### src/verilog/gbcd_defs.svh
// Constants for the bus command decoder: command codes, address ranges
// Assumes inclusion by bare name from design files
`ifndef GBCD_DEFS_SVH
`define GBCD_DEFS_SVH

// ----------------------------------------
// Multiline command codes
// ----------------------------------------
`define GBCD_CMD_GTL     8'h01
`define GBCD_CMD_SDC     8'h04
`define GBCD_CMD_GET     8'h08
`define GBCD_CMD_LLO     8'h11
`define GBCD_CMD_DCL     8'h14
`define GBCD_CMD_SPE     8'h18
`define GBCD_CMD_SPD     8'h19
`define GBCD_CMD_UNL     8'h3F
`define GBCD_CMD_UNT     8'h5F

// ----------------------------------------
// Address groups: top two bits of a 7-bit byte
// ----------------------------------------
`define GBCD_GRP_LAG     2'h1
`define GBCD_GRP_TAG     2'h2
`define GBCD_GRP_SCG     2'h3
`define GBCD_LISTEN_OR   8'h20
`define GBCD_TALK_OR     8'h40

// ----------------------------------------
// Timing
// ----------------------------------------
`define GBCD_CLK_NS      100
`define GBCD_CLEAR_NS    200
`define GBCD_CLEAR_CYC   ((`GBCD_CLEAR_NS + `GBCD_CLK_NS - 1) / `GBCD_CLK_NS)

`endif

### src/verilog/gbcd_pkg.sv
// Types for the bus command decoder
// Assumes the constants header is compiled alongside
package gbcd_pkg;

	typedef enum logic [1:0] {
		GBCD_LISTEN_IDLE = 2'b00,
		GBCD_LISTEN_ADDR = 2'b01
	} gbcd_listen_e;

	typedef enum logic [1:0] {
		GBCD_TALK_IDLE   = 2'b00,
		GBCD_TALK_ADDR   = 2'b01,
		GBCD_TALK_SPOLL  = 2'b10
	} gbcd_talk_e;

	typedef logic [7:0] gbcd_byte_t;

endpackage

### src/verilog/gbcd_classify.sv
// Combinational classifier of a command byte against the primary address
// Assumes byte already inverted to positive logic
`timescale 1ns/10ps
`include "gbcd_defs.svh"
module gbcd_classify (
	// Byte and address
	input  wire logic [7:0] cmdByte,
	input  wire logic [4:0] primaryAddr,
	// Decoded strobes
	output logic            isGtl,
	output logic            isSdc,
	output logic            isGet,
	output logic            isLlo,
	output logic            isDcl,
	output logic            isSpe,
	output logic            isSpd,
	output logic            isUnl,
	output logic            isUnt,
	output logic            isMla,
	output logic            isOta,
	output logic            isMta,
	output logic            isOla
);

	logic [6:0] b7;
	logic [1:0] grp;

	// DIO8 is don't care for command bytes
	assign b7    = cmdByte[6:0];
	assign grp   = b7[6:5];
	assign isGtl = ({1'b0, b7} == `GBCD_CMD_GTL);
	assign isSdc = ({1'b0, b7} == `GBCD_CMD_SDC);
	assign isGet = ({1'b0, b7} == `GBCD_CMD_GET);
	assign isLlo = ({1'b0, b7} == `GBCD_CMD_LLO);
	assign isDcl = ({1'b0, b7} == `GBCD_CMD_DCL);
	assign isSpe = ({1'b0, b7} == `GBCD_CMD_SPE);
	assign isSpd = ({1'b0, b7} == `GBCD_CMD_SPD);
	assign isUnl = ({1'b0, b7} == `GBCD_CMD_UNL);
	assign isUnt = ({1'b0, b7} == `GBCD_CMD_UNT);
	assign isMla = ({1'b0, b7} == (`GBCD_LISTEN_OR | {3'b000, primaryAddr})) && !isUnl;
	assign isMta = ({1'b0, b7} == (`GBCD_TALK_OR | {3'b000, primaryAddr})) && !isUnt;
	assign isOta = (grp == `GBCD_GRP_TAG) && !isMta && !isUnt;
	assign isOla = (grp == `GBCD_GRP_LAG) && !isMla && !isUnl;

endmodule

### src/verilog/gbcd_decoder.sv
// Bus command decoder: uniline monitor and multiline command interpreter
// Assumes bus pins are raw active-low levels; byte strobe comes from the
// acceptor handshake on ref_clk, one cycle per accepted byte
`timescale 1ns/10ps
`include "gbcd_defs.svh"
module gbcd_decoder (
	// Clock and reset
	input  wire logic                ref_clk,
	input  wire logic                rst_b,
	// Bus management lines, active low from pins
	input  wire logic                atn_b,
	input  wire logic                ifc_b,
	input  wire logic                ren_b,
	input  wire logic                eoiIn_b,
	// Service request pin, open drain
	input  wire logic                srqIn_b,
	output logic                     srqOut,
	output logic                     srqOe,
	// Accepted byte from acceptor handshake
	input  wire logic [7:0]          dio_b,
	input  wire logic                byteStrobe,
	// Configuration
	input  wire logic [4:0]          primaryAddr,
	input  wire logic                lockOnRen,
	input  wire logic                triggerOnUnaddr,
	// Device side events
	input  wire logic                serviceNeeded,
	input  wire logic                serviceDone,
	// Data path
	output gbcd_pkg::gbcd_byte_t     dataOut,
	output logic                     dataValid,
	output logic                     dataLast,
	// State and command outputs
	output logic                     listenActive,
	output logic                     talkActive,
	output logic                     serialPoll,
	output logic                     remoteMode,
	output logic                     localLockout,
	output logic                     panelLocked,
	output logic                     deviceClear,
	output logic                     triggerPulse,
	output logic                     srqLine
);
	import gbcd_pkg::*;

	// ----------------------------------------
	// Pin synchronisers
	// ----------------------------------------
	logic [12:0] pinsSync;
	logic        atnTrue;
	logic        ifcTrue;
	logic        renTrue;
	logic        eoiTrue;
	logic        srqSeen;
	logic [7:0]  busByte;

	gbcd_sync #(.WIDTH(13)) uSync (
		.ref_clk (ref_clk),
		.rst_b   (rst_b),
		.asyncIn (~{atn_b, ifc_b, ren_b, eoiIn_b, srqIn_b, dio_b}),
		.syncOut (pinsSync)
	);

	// Each line read from its own level only
	assign atnTrue = pinsSync[12];
	assign ifcTrue = pinsSync[11];
	assign renTrue = pinsSync[10];
	assign eoiTrue = pinsSync[9];
	assign srqSeen = pinsSync[8];
	assign busByte = pinsSync[7:0];

	// Strobe comes from same-clock logic; delay to meet synchronised data
	logic strobeD1_reg;
	logic strobeD2_reg;
	logic strobe;

	always_ff @(posedge ref_clk) begin
		if (!rst_b) begin
			strobeD1_reg <= 1'b0;
			strobeD2_reg <= 1'b0;
		end else begin
			strobeD1_reg <= byteStrobe;
			strobeD2_reg <= strobeD1_reg;
		end
	end
	assign strobe = strobeD2_reg;

	// ----------------------------------------
	// Command classification
	// ----------------------------------------
	logic isGtl;
	logic isSdc;
	logic isGet;
	logic isLlo;
	logic isDcl;
	logic isSpe;
	logic isSpd;
	logic isUnl;
	logic isUnt;
	logic isMla;
	logic isOta;
	logic isMta;
	logic isOla;

	gbcd_classify uClass (
		.cmdByte     (busByte),
		.primaryAddr (primaryAddr),
		.isGtl       (isGtl),
		.isSdc       (isSdc),
		.isGet       (isGet),
		.isLlo       (isLlo),
		.isDcl       (isDcl),
		.isSpe       (isSpe),
		.isSpd       (isSpd),
		.isUnl       (isUnl),
		.isUnt       (isUnt),
		.isMla       (isMla),
		.isOta       (isOta),
		.isMta       (isMta),
		.isOla       (isOla)
	);

	logic cmdTake;
	logic dataTake;
	logic listenOk;
	logic renEdge;
	logic renPrev_reg;

	assign cmdTake  = strobe && atnTrue;
	assign dataTake = strobe && !atnTrue;

	always_ff @(posedge ref_clk) begin
		if (!rst_b) begin
			renPrev_reg <= 1'b0;
		end else begin
			renPrev_reg <= renTrue;
		end
	end
	assign renEdge = renTrue && !renPrev_reg;

	// ----------------------------------------
	// Listener function
	// ----------------------------------------
	gbcd_listen_e listen_reg;
	gbcd_listen_e listen_next;

	always_comb begin
		listen_next = listen_reg;
		unique case (listen_reg)
			GBCD_LISTEN_IDLE: begin
				if (cmdTake && isMla) begin
					listen_next = GBCD_LISTEN_ADDR;
				end
			end
			GBCD_LISTEN_ADDR: begin
				if (cmdTake && isUnl) begin
					listen_next = GBCD_LISTEN_IDLE;
				end else if (cmdTake && isMta) begin
					listen_next = GBCD_LISTEN_IDLE;
				end
			end
			default: begin
				listen_next = GBCD_LISTEN_IDLE;
			end
		endcase
		if (ifcTrue) begin
			listen_next = GBCD_LISTEN_IDLE;
		end
	end

	always_ff @(posedge ref_clk) begin
		if (!rst_b) begin
			listen_reg <= GBCD_LISTEN_IDLE;
		end else begin
			listen_reg <= listen_next;
		end
	end
	assign listenOk = (listen_reg == GBCD_LISTEN_ADDR);

	// ----------------------------------------
	// Talker function and serial poll
	// ----------------------------------------
	gbcd_talk_e talk_reg;
	gbcd_talk_e talk_next;
	logic       spoll_reg;

	always_comb begin
		talk_next = talk_reg;
		unique case (talk_reg)
			GBCD_TALK_IDLE: begin
				if (cmdTake && isMta) begin
					talk_next = GBCD_TALK_ADDR;
				end
			end
			GBCD_TALK_ADDR,
			GBCD_TALK_SPOLL: begin
				if (cmdTake && (isUnt || isOta || isMla)) begin
					talk_next = GBCD_TALK_IDLE;
				end else if (spoll_reg) begin
					talk_next = GBCD_TALK_SPOLL;
				end else begin
					talk_next = GBCD_TALK_ADDR;
				end
			end
			default: begin
				talk_next = GBCD_TALK_IDLE;
			end
		endcase
		if (ifcTrue) begin
			talk_next = GBCD_TALK_IDLE;
		end
	end

	always_ff @(posedge ref_clk) begin
		if (!rst_b) begin
			talk_reg <= GBCD_TALK_IDLE;
		end else begin
			talk_reg <= talk_next;
		end
	end

	// Serial poll mode, universal so no addressing needed
	always_ff @(posedge ref_clk) begin
		if (!rst_b) begin
			spoll_reg <= 1'b0;
		end else if (ifcTrue) begin
			spoll_reg <= 1'b0;
		end else if (cmdTake && isSpe) begin
			spoll_reg <= 1'b1;
		end else if (cmdTake && isSpd) begin
			spoll_reg <= 1'b0;
		end
	end

	// ----------------------------------------
	// Remote, local and lockout
	// ----------------------------------------
	logic remote_reg;
	logic llo_reg;

	always_ff @(posedge ref_clk) begin
		if (!rst_b) begin
			remote_reg <= 1'b0;
		end else if (!renTrue) begin
			remote_reg <= 1'b0;
		end else if (cmdTake && isGtl && listenOk) begin
			remote_reg <= 1'b0;
		end else if (cmdTake && isMla) begin
			remote_reg <= 1'b1;
		end else if (renEdge) begin
			remote_reg <= 1'b1;
		end
	end

	always_ff @(posedge ref_clk) begin
		if (!rst_b) begin
			llo_reg <= 1'b0;
		end else if (!renTrue) begin
			llo_reg <= 1'b0;
		end else if (cmdTake && isLlo) begin
			llo_reg <= 1'b1;
		end
	end

	// ----------------------------------------
	// Device clear and trigger pulses
	// ----------------------------------------
	logic clear_reg;
	logic trig_reg;

	always_ff @(posedge ref_clk) begin
		if (!rst_b) begin
			clear_reg <= 1'b0;
		end else begin
			clear_reg <= cmdTake && (isDcl || (isSdc && listenOk));
		end
	end

	always_ff @(posedge ref_clk) begin
		if (!rst_b) begin
			trig_reg <= 1'b0;
		end else begin
			trig_reg <= cmdTake && isGet && (listenOk || triggerOnUnaddr);
		end
	end

	// ----------------------------------------
	// Data path
	// ----------------------------------------
	always_ff @(posedge ref_clk) begin
		if (!rst_b) begin
			dataOut   <= 8'h00;
			dataValid <= 1'b0;
			dataLast  <= 1'b0;
		end else begin
			dataValid <= dataTake && listenOk;
			dataLast  <= dataTake && listenOk && eoiTrue;
			if (dataTake && listenOk) begin
				dataOut <= busByte;
			end
		end
	end

	// ----------------------------------------
	// Service request
	// ----------------------------------------
	logic srq_reg;

	always_ff @(posedge ref_clk) begin
		if (!rst_b) begin
			srq_reg <= 1'b0;
		end else if (serviceNeeded) begin
			srq_reg <= 1'b1;
		end else if (serviceDone || clear_reg) begin
			srq_reg <= 1'b0;
		end
	end

	// Open drain: pull low while requesting, never driven high
	assign srqOut  = 1'b0;
	assign srqOe   = srq_reg;
	assign srqLine = srqSeen;

	// ----------------------------------------
	// Outputs
	// ----------------------------------------
	assign listenActive = listenOk;
	assign talkActive   = (talk_reg != GBCD_TALK_IDLE);
	assign serialPoll   = spoll_reg;
	assign remoteMode   = remote_reg;
	assign localLockout = llo_reg;
	assign panelLocked  = llo_reg || (remote_reg && lockOnRen);
	assign deviceClear  = clear_reg;
	assign triggerPulse = trig_reg;

endmodule

### src/verilog/gbcd_sync.sv
// Two-flop synchroniser vector for bus pins
// Assumes inputs asynchronous to ref_clk
`timescale 1ns/10ps
module gbcd_sync #(
	parameter int WIDTH = 1
) (
	// Clock and reset
	input  wire logic             ref_clk,
	input  wire logic             rst_b,
	// Data
	input  wire logic [WIDTH-1:0] asyncIn,
	output logic      [WIDTH-1:0] syncOut
);

	logic [WIDTH-1:0] stage1_reg;

	always_ff @(posedge ref_clk) begin
		if (!rst_b) begin
			stage1_reg <= '0;
			syncOut    <= '0;
		end else begin
			stage1_reg <= asyncIn;
			syncOut    <= stage1_reg;
		end
	end

endmodule
### config.mk
export PLATFORM = sky130hd
export DESIGN_NAME = gbcd_decoder
export DESIGN_NICKNAME = d
export VERILOG_FILES = /design/src/verilog/gbcd_pkg.sv /design/src/verilog/gbcd_classify.sv /design/src/verilog/gbcd_decoder.sv /design/src/verilog/gbcd_sync.sv
export VERILOG_INCLUDE_DIRS = /design/src /design/src/verilog
export SDC_FILE = /design/constraint.sdc
export NUM_CORES = 1
export LEC_CHECK = 0
export ABC_AREA = 1
export ABC_CLOCK_PERIOD_IN_PS = 4300
export BUFFER_PORTS_ARGS = -buffer_cell sky130_fd_sc_hd__buf_2
export CORE_MARGIN = 8
export CORE_UTILIZATION = 45
export DETAILED_ROUTE_END_ITERATION = 16
export HOLD_SLACK_MARGIN = 0.08
export PLACE_DENSITY = 0.69
export REMOVE_ABC_BUFFERS = 1
export SETUP_SLACK_MARGIN = 0.02
export SYNTH_ARGS = -nofsm -noshare
export SYNTH_HDL_FRONTEND = slang
export SYNTH_HIERARCHICAL = 1
export SYNTH_SLANG_ARGS = --single-unit
### constraint.sdc
create_clock -name ref_clk -period 4.3 [get_ports ref_clk]
set_clock_uncertainty 0.2 [all_clocks]
set_input_delay 0.645 -clock ref_clk [delete_from_list [all_inputs] [get_ports ref_clk]]
set_output_delay 0.645 -clock ref_clk [all_outputs]
set_load 0.02 [all_outputs]
==> insert_results.sql, run 1 <==
INSERT INTO impl_metrics (metric_group, metric, value, unit) VALUES
('finish', 'postLayoutCoreUtil', '53.9', '%'),
('placed_design', 'placement.io_buffers', '44', ''),
('run_status', 'outcome', 'completed', ''),
('clock_tree', 'cts_htree_levels', '2', ''),
('timing', 'timing.final.setup_violations', '0', ''),
('pwr', 'worst_ir_drop_vdd', '222', 'µV'),
('pwr', 'power_leakage', '0.00139', 'µW'),
('pwr', 'power_frac_clock', '35.7', '%'),
('yosys', 'synth.cell_area', '1960', 'µm²'),
('routing', 'totalWireLength', '3.61', 'mm'),
('yosys', 'count_of_synthesis_stage_warnings_from_yosys', '6', ''),
('clock_tree', 'cts.clk_slew.worst_paths', '0.09', 'ns'),
('die', 'dieArea', '6730', 'µm²'),
('placed_design', 'dpl.cell_count', '366', ''),
('finish', 'num-nets-final', '348', ''),
('routing', 'detail_route.drc_violations', '0', ''),
('timing', 'final-max-slew-violation-count', '0', ''),
('routing', 'dr_total_vias', '1606', ''),
('die', 'io_pins', '46', ''),
('die', 'dieHeight', '82.1', 'µm'),
('pwr', 'pwr_density_cell', '347', 'nW/µm²'),
('grt', 'groute.usage.overall', '11.9', '%'),
('routing', 'drt_iter0_drc', '61', ''),
('grt', 'antenna_found_initial', '0', ''),
('worst_setup_path', 'path_max_fanout', '3', ''),
('placed_design', 'dpl.hpwl', '2.73', 'mm'),
('routing', 'routed_via_density', '4.29', ''),
('die', 'coreArea', '4260', 'µm²'),
('routing', 'routedWlPerCell', '9.66', 'µm'),
('finish', 'antenna-diode-count', '0', ''),
('clock_tree', 'cts_repair_resize_count', '0', ''),
('worst_setup_path', 'crit_type', 'flip-flop to primary output', ''),
('timing', 'final.setup.worst_slack', '2.24', 'ns'),
('placed_design', 'dp_slack', '2.22', 'ns'),
('routing', 'drt_first_pass_iters', '4', ''),
('timing', 'timing.setup.tns', '0', 'ns'),
('clock_tree', 'cts.sinks', '48', ''),
('timing', 'post-route-period-util', '48.0', '%'),
('timing', 'finalCriticalPeriod', '2.06', 'ns'),
('worst_setup_path', 'worst-endpoint-arrival', '1.22', 'ns'),
('timing', 'rsz_0062_raised_after_global_routing', 'no', ''),
('die', 'floorplan.initialDensity', '46.0', '%'),
('pwr', 'power.internal', '609', 'µW'),
('pwr', 'combinationalPowerShare', '6.1', '%'),
('grt', 'grt_first_pass_wirelength', '6.15', 'mm'),
('grt', 'pin_count_of_the_biggest_net_entering_global_routing', '39', ''),
('timing', 'slew_margin_rel', '61.4', '%'),
('pwr', 'power.sequential.fraction', '58.1', '%'),
('grt', 'grt.overflow.total', '0', ''),
('die', 'fp-row-count', '24', ''),
('clock_tree', 'holdBufCountCts', '0', ''),
('finish', 'layout_stage_area_growth_over_the_synthesis_result', '17.1', '%'),
('clock_tree', 'insertion_delay', '0.30', 'ns'),
('hold_path', 'timing.hold.worst.class', 'flip-flop to flip-flop', ''),
('finish', 'finalNonFillerCells', '374', ''),
('clock_tree', 'ctsRootBufferMaster', 'sky130_fd_sc_hd__clkbuf_8', ''),
('timing', 'timing.final.hold_violations', '0', ''),
('clock_tree', 'cts_tree', 'built', ''),
('die', 'floorplan.die.width', '82.1', 'µm'),
('worst_setup_path', 'critPathLaunchType', 'flip-flop', ''),
('worst_setup_path', 'regToRegSetupSlack', '2.50', 'ns'),
('worst_setup_path', 'required', '3.45', 'ns'),
('timing', 'fmax', '485', 'MHz'),
('timing', 'worstMarginPinSlew', '0.579', 'ns'),
('clock_tree', 'cts_max_path_buffers', '2', ''),
('clock_tree', 'cts-buffers-inserted', '5', ''),
('yosys', 'synth.avg_cell_area', '7.14', 'µm²'),
('placed_design', 'routabilityCongestion', '0.755', ''),
('finish', 'post_route_cells_drive_above_1_share', '21.1', '%'),
('worst_setup_path', 'cp-end-kind', 'primary output', ''),
('clock_tree', 'cts_setup_buffers', '0', ''),
('grt', 'first_global_vias', '1482', ''),
('pwr', 'power.switching_fraction', '23.6', '%'),
('job', 'max_cap_viol_count', '0', ''),
('routing', 'antenna_left', '0', ''),
('yosys', 'syn-instance-count', '275', ''),
('pwr', 'power_switching', '189', 'µW');
[critical path: stages (launching register included)]
cell                      delay (ns)
sky130_fd_sc_hd__dfxtp_1        0.37
sky130_fd_sc_hd__inv_1          0.05
sky130_fd_sc_hd__ha_1           0.24
sky130_fd_sc_hd__inv_1          0.09
sky130_fd_sc_hd__buf_2          0.16
[stage by stage]
step	instance area, µm²	hold WS [ns]	total power (µW)
final	2300	0.214	798
after global routing	2300	0.231	838
after CTS	2300	0.219	808
after detailed placement	2200	0.197	524
after global placement	2200	0.194	523
after floorplan	1920	0.186	502
[final cells by class]
| cell class | count | area, µm² |
|---|---|---|
| Clock buffer | 6 | 82.6 |
| Clock inverter | 2 | 13.8 |
| Fill cell | 428 | 1960 |
| Inverter | 70 | 268 |
| Multi-Input combinational cell | 152 | 689 |
| Sequential cell | 48 | 961 |
| Tap cell | 52 | 65.1 |
| Timing Repair Buffer | 44 | 220 |
[power by group through the flow]
stage	Clock [µW]	Combinational (µW)	Sequential, µW
2_1_floorplan	0	27.8	475
3_3_place_gp	0	48.4	474
4_1_cts	294	49.7	464
5_1_grt	315	57.6	466
6_report	285	49.0	464
3_5_place_dp	0	49.5	474
[per-layer routing]
metal  GRT usage (%)  share of wire (%)  vias to the layer above
li1                -                  -                      878
met1            12.5                 45                      688
met2            19.8                 47                       32
met3            5.36                6.1                        8
met4            6.32                2.3                        0
met5               0                  0                        -
[final timing paths]
| path | end | from | depth (start not counted) |
|---|---|---|---|
| max | talkActive | talk_reg[0] | 4 |
| min | uSync/syncOut[1] | uSync/stage1_reg[1] | 2 |
| max reg2reg | talk_reg[1] | uSync/syncOut[1] | 14 |
| min reg2reg | uSync/syncOut[1] | uSync/stage1_reg[1] | 2 |
[cell usage in the layout (no fill, tap or decap), types with 4 or more instances in the layout]
cell type / n
sky130_fd_sc_hd__a21oi_1: 4
sky130_fd_sc_hd__buf_2: 44
sky130_fd_sc_hd__clkbuf_8: 6
sky130_fd_sc_hd__dfxtp_1: 48
sky130_fd_sc_hd__inv_1: 66
sky130_fd_sc_hd__nand2_1: 68
sky130_fd_sc_hd__nand3_1: 7
sky130_fd_sc_hd__nor2_1: 39
sky130_fd_sc_hd__nor2_2: 6
sky130_fd_sc_hd__o21ai_0: 6
(Power assumes the default switching activity.)
==> inputs of run 2 (changes only) <==
--- a/config.mk
+++ b/config.mk
@@ -7,13 +7,13 @@
 export NUM_CORES = 1
 export LEC_CHECK = 0
 export ABC_AREA = 1
-export ABC_CLOCK_PERIOD_IN_PS = 4300
+export ABC_CLOCK_PERIOD_IN_PS = 1800
 export BUFFER_PORTS_ARGS = -buffer_cell sky130_fd_sc_hd__buf_2
 export CORE_MARGIN = 8
 export CORE_UTILIZATION = 45
 export DETAILED_ROUTE_END_ITERATION = 16
 export HOLD_SLACK_MARGIN = 0.08
-export PLACE_DENSITY = 0.69
+export PLACE_DENSITY = 0.71
 export REMOVE_ABC_BUFFERS = 1
 export SETUP_SLACK_MARGIN = 0.02
 export SYNTH_ARGS = -nofsm -noshare
==> constraint.sdc (replaced) <==
create_clock -name ref_clk -period 1.8 [get_ports ref_clk]
set_clock_uncertainty 0.2 [all_clocks]
set_input_delay 0.27 -clock ref_clk [delete_from_list [all_inputs] [get_ports ref_clk]]
set_output_delay 0.27 -clock ref_clk [all_outputs]
set_load 0.02 [all_outputs]
==> run 2 against run 1 <==
Against the previous run: via count grew 4.6%; worst hold slack lost 0.10 ns; sequential share of layout area shrank 4.0 points; non-clock buffer count grew 22; total power grew to 2.7 times the previous value.
==> insert_results.sql, run 2 (synthesized netlist as in run 1, its figures left out) <==
INSERT INTO impl_metrics (metric_group, metric, value, unit) VALUES
('timing', 'timing.setup.tns', '0', 'ns'),
('pwr', 'power_leakage', '0.00149', 'µW'),
('pwr', 'worst_ir_drop_vdd', '633', 'µV'),
('pwr', 'power_frac_clock', '40.9', '%'),
('placed_design', 'placement.io_buffers', '44', ''),
('die', 'floorplan.initialDensity', '46.0', '%'),
('pwr', 'combinationalPowerShare', '7.4', '%'),
('worst_setup_path', 'path_max_fanout', '6', ''),
('pwr', 'power.sequential.fraction', '51.7', '%'),
('grt', 'grt_first_pass_wirelength', '6.66', 'mm'),
('timing', 'final-max-slew-violation-count', '0', ''),
('grt', 'groute.usage.overall', '12.6', '%'),
('clock_tree', 'cts_setup_buffers', '0', ''),
('finish', 'antenna-diode-count', '0', ''),
('job', 'max_cap_viol_count', '0', ''),
('worst_setup_path', 'critPathLaunchType', 'flip-flop', ''),
('routing', 'drt_iter0_drc', '94', ''),
('timing', 'final.setup.worst_slack', '0.104', 'ns'),
('die', 'io_pins', '46', ''),
('worst_setup_path', 'timing.rr.start', 'uSync/syncOut[3]', ''),
('worst_setup_path', 'rr_endpoint', 'talk_reg[0]', ''),
('clock_tree', 'cts-buffers-inserted', '5', ''),
('worst_setup_path', 'cp-end-kind', 'flip-flop', ''),
('timing', 'timing.final.setup_violations', '0', ''),
('worst_setup_path', 'crit_type', 'flip-flop to flip-flop', ''),
('grt', 'antenna_found_initial', '0', ''),
('worst_setup_path', 'worst-endpoint-arrival', '1.72', 'ns'),
('routing', 'dr_total_vias', '1680', ''),
('clock_tree', 'insertion_delay', '0.29', 'ns'),
('pwr', 'p_total', '2140', 'µW'),
('die', 'dieArea', '6730', 'µm²'),
('grt', 'grt.overflow.total', '0', ''),
('hold_path', 'timing.hold.worst.class', 'primary input to flip-flop', ''),
('placed_design', 'dp_slack', '0.00867', 'ns'),
('clock_tree', 'cts.clk_slew.worst_paths', '0.09', 'ns'),
('placed_design', 'routabilityCongestion', '0.795', ''),
('finish', 'num-nets-final', '370', ''),
('timing', 'post-route-period-util', '94.2', '%'),
('pwr', 'power.switching_fraction', '19.8', '%'),
('die', 'floorplan.die.width', '82.1', 'µm'),
('hold_path', 'worstHoldStart', 'triggerOnUnaddr', ''),
('hold_path', 'whs_endpoint', 'triggerPulse', ''),
('clock_tree', 'cts_htree_levels', '2', ''),
('die', 'coreArea', '4260', 'µm²'),
('timing', 'rsz_0062_raised_after_global_routing', 'yes', ''),
('hold_path', 'hold-path-cell-count', '3', ''),
('worst_setup_path', 'required', '1.83', 'ns'),
('routing', 'drt_first_pass_iters', '4', ''),
('grt', 'first_global_vias', '1648', ''),
('clock_tree', 'ctsRootBufferMaster', 'sky130_fd_sc_hd__clkbuf_8', ''),
('finish', 'layout.cells.most_common_list', 'sky130_fd_sc_hd__inv_1 (64), sky130_fd_sc_hd__nand2_1 (64), sky130_fd_sc_hd__buf_2 (44), sky130_fd_sc_hd__dfxtp_1 (41), sky130_fd_sc_hd__nor2_1 (39)', ''),
('finish', 'post_route_cells_drive_above_1_share', '24.2', '%'),
('finish', 'postLayoutCoreUtil', '60.6', '%'),
('worst_setup_path', 'regToRegSetupSlack', '0.10', 'ns'),
('grt', 'pin_count_of_the_biggest_net_entering_global_routing', '29', ''),
('routing', 'detail_route.drc_violations', '0', ''),
('pwr', 'power.internal', '1720', 'µW'),
('finish', 'layout.filler_cells', '391', ''),
('clock_tree', 'cts_max_path_buffers', '2', ''),
('run_status', 'outcome', 'completed', ''),
('timing', 'timing.final.hold_violations', '0', ''),
('die', 'fp-row-count', '24', ''),
('pwr', 'power_switching', '424', 'µW'),
('worst_setup_path', 'ff2ff_path_depth', '14', ''),
('routing', 'routed_via_density', '4.25', ''),
('pwr', 'pwr_density_cell', '828', 'nW/µm²'),
('timing', 'finalCriticalPeriod', '1.70', 'ns'),
('finish', 'layout_stage_area_growth_over_the_synthesis_result', '31.7', '%'),
('die', 'dieHeight', '82.1', 'µm'),
('placed_design', 'dpl.hpwl', '2.86', 'mm'),
('routing', 'totalWireLength', '3.92', 'mm'),
('routing', 'routedWlPerCell', '9.92', 'µm'),
('timing', 'fmax', '589', 'MHz'),
('clock_tree', 'cts_tree', 'built', ''),
('clock_tree', 'cts.sinks', '48', ''),
('routing', 'antenna_left', '0', '');
## run 2: changes by cell type in the layout (fill, tap and decap cells not counted), moves of 2 or more
cell and change:
sky130_fd_sc_hd__buf_4 +2, sky130_fd_sc_hd__bufinv_16 +2, sky130_fd_sc_hd__dfxtp_1 -7, sky130_fd_sc_hd__dfxtp_2 +4, sky130_fd_sc_hd__dfxtp_4 +3, sky130_fd_sc_hd__dlygate4sd3_1 +20, sky130_fd_sc_hd__inv_1 -2, sky130_fd_sc_hd__nand2_1 -4
sky130_fd_sc_hd__nand2_2 +4
## run 2: worst max path at each step
stage,start,to,slack [ns],cells past startpoint
floorplan,uSync/syncOut[1],talk_reg[1],0.21,14
detailed placement,uSync/syncOut[2],talk_reg[0],0.009,14
global placement,uSync/syncOut[2],talk_reg[1],0.09,14
finish,uSync/syncOut[3],talk_reg[0],0.10,14
CTS,uSync/syncOut[3],talk_reg[0],0.02,14
global route,uSync/syncOut[3],talk_reg[1],-0.05,14
## run 2: critical path: stages, from the launching register on
cell and delay (ns):
sky130_fd_sc_hd__dfxtp_4 0.39, sky130_fd_sc_hd__inv_4 0.04, sky130_fd_sc_hd__nand2_2 0.05, sky130_fd_sc_hd__nand2_2 0.05
sky130_fd_sc_hd__nor2_2 0.12, sky130_fd_sc_hd__nand2_2 0.09, sky130_fd_sc_hd__nor2_4 0.15, sky130_fd_sc_hd__nor2_2 0.04
sky130_fd_sc_hd__nor2_1 0.08, sky130_fd_sc_hd__nand2_1 0.06, sky130_fd_sc_hd__nand2_2 0.08, sky130_fd_sc_hd__nand2_1 0.05
sky130_fd_sc_hd__nand2_1 0.05, sky130_fd_sc_hd__nand2_1 0.06, sky130_fd_sc_hd__a21oi_2 0.11
## run 2: per-stage QoR
step	hold WS, ns	std cells	cell area, µm²
final	0.114	395	2580
after global placement	0.192	368	2220
after CTS	0.113	395	2550
after detailed placement	0.195	368	2220
after global routing	0.159	395	2580
after floorplan	0.163	270	1920
## run 2: layer usage
layer	track usage [%]	part of all wire (%)	wire (µm)
met2	22.9	51	2010
met4	5.26	0.59	23
met5	0	0	0
met1	13.4	42	1660
met3	3.50	5.7	225
## run 2: final cells by class
class | instances | area, µm² | area share, %
clock buffer | 5 | 68.8 | 2.66
clock inverter | 2 | 60.1 | 2.32
multi-input combinational | 152 | 708 | 27.4
tap | 52 | 65.1 | 2.52
inverter | 70 | 270 | 10.5
sequential | 48 | 977 | 37.8
timing repair buffer | 66 | 435 | 16.8
## run 2: repair_timing
action                                  in CTS  in global routing
endpoints found under the setup margin       2                  3
hold endpoints to repair                    18                  0
pin swaps                                    0                  8
hold buffers                                20                  0
resized for setup                            1                 18
## run 2: power by group through the flow
stage | Clock [µW] | Sequential (µW) | Combinational [µW]
final | 875 | 1110 | 159
after global routing | 936 | 1110 | 182
after global placement | 0 | 1130 | 119
after floorplan | 0 | 1130 | 66.4
after CTS | 894 | 1110 | 155
after detailed placement | 0 | 1130 | 121
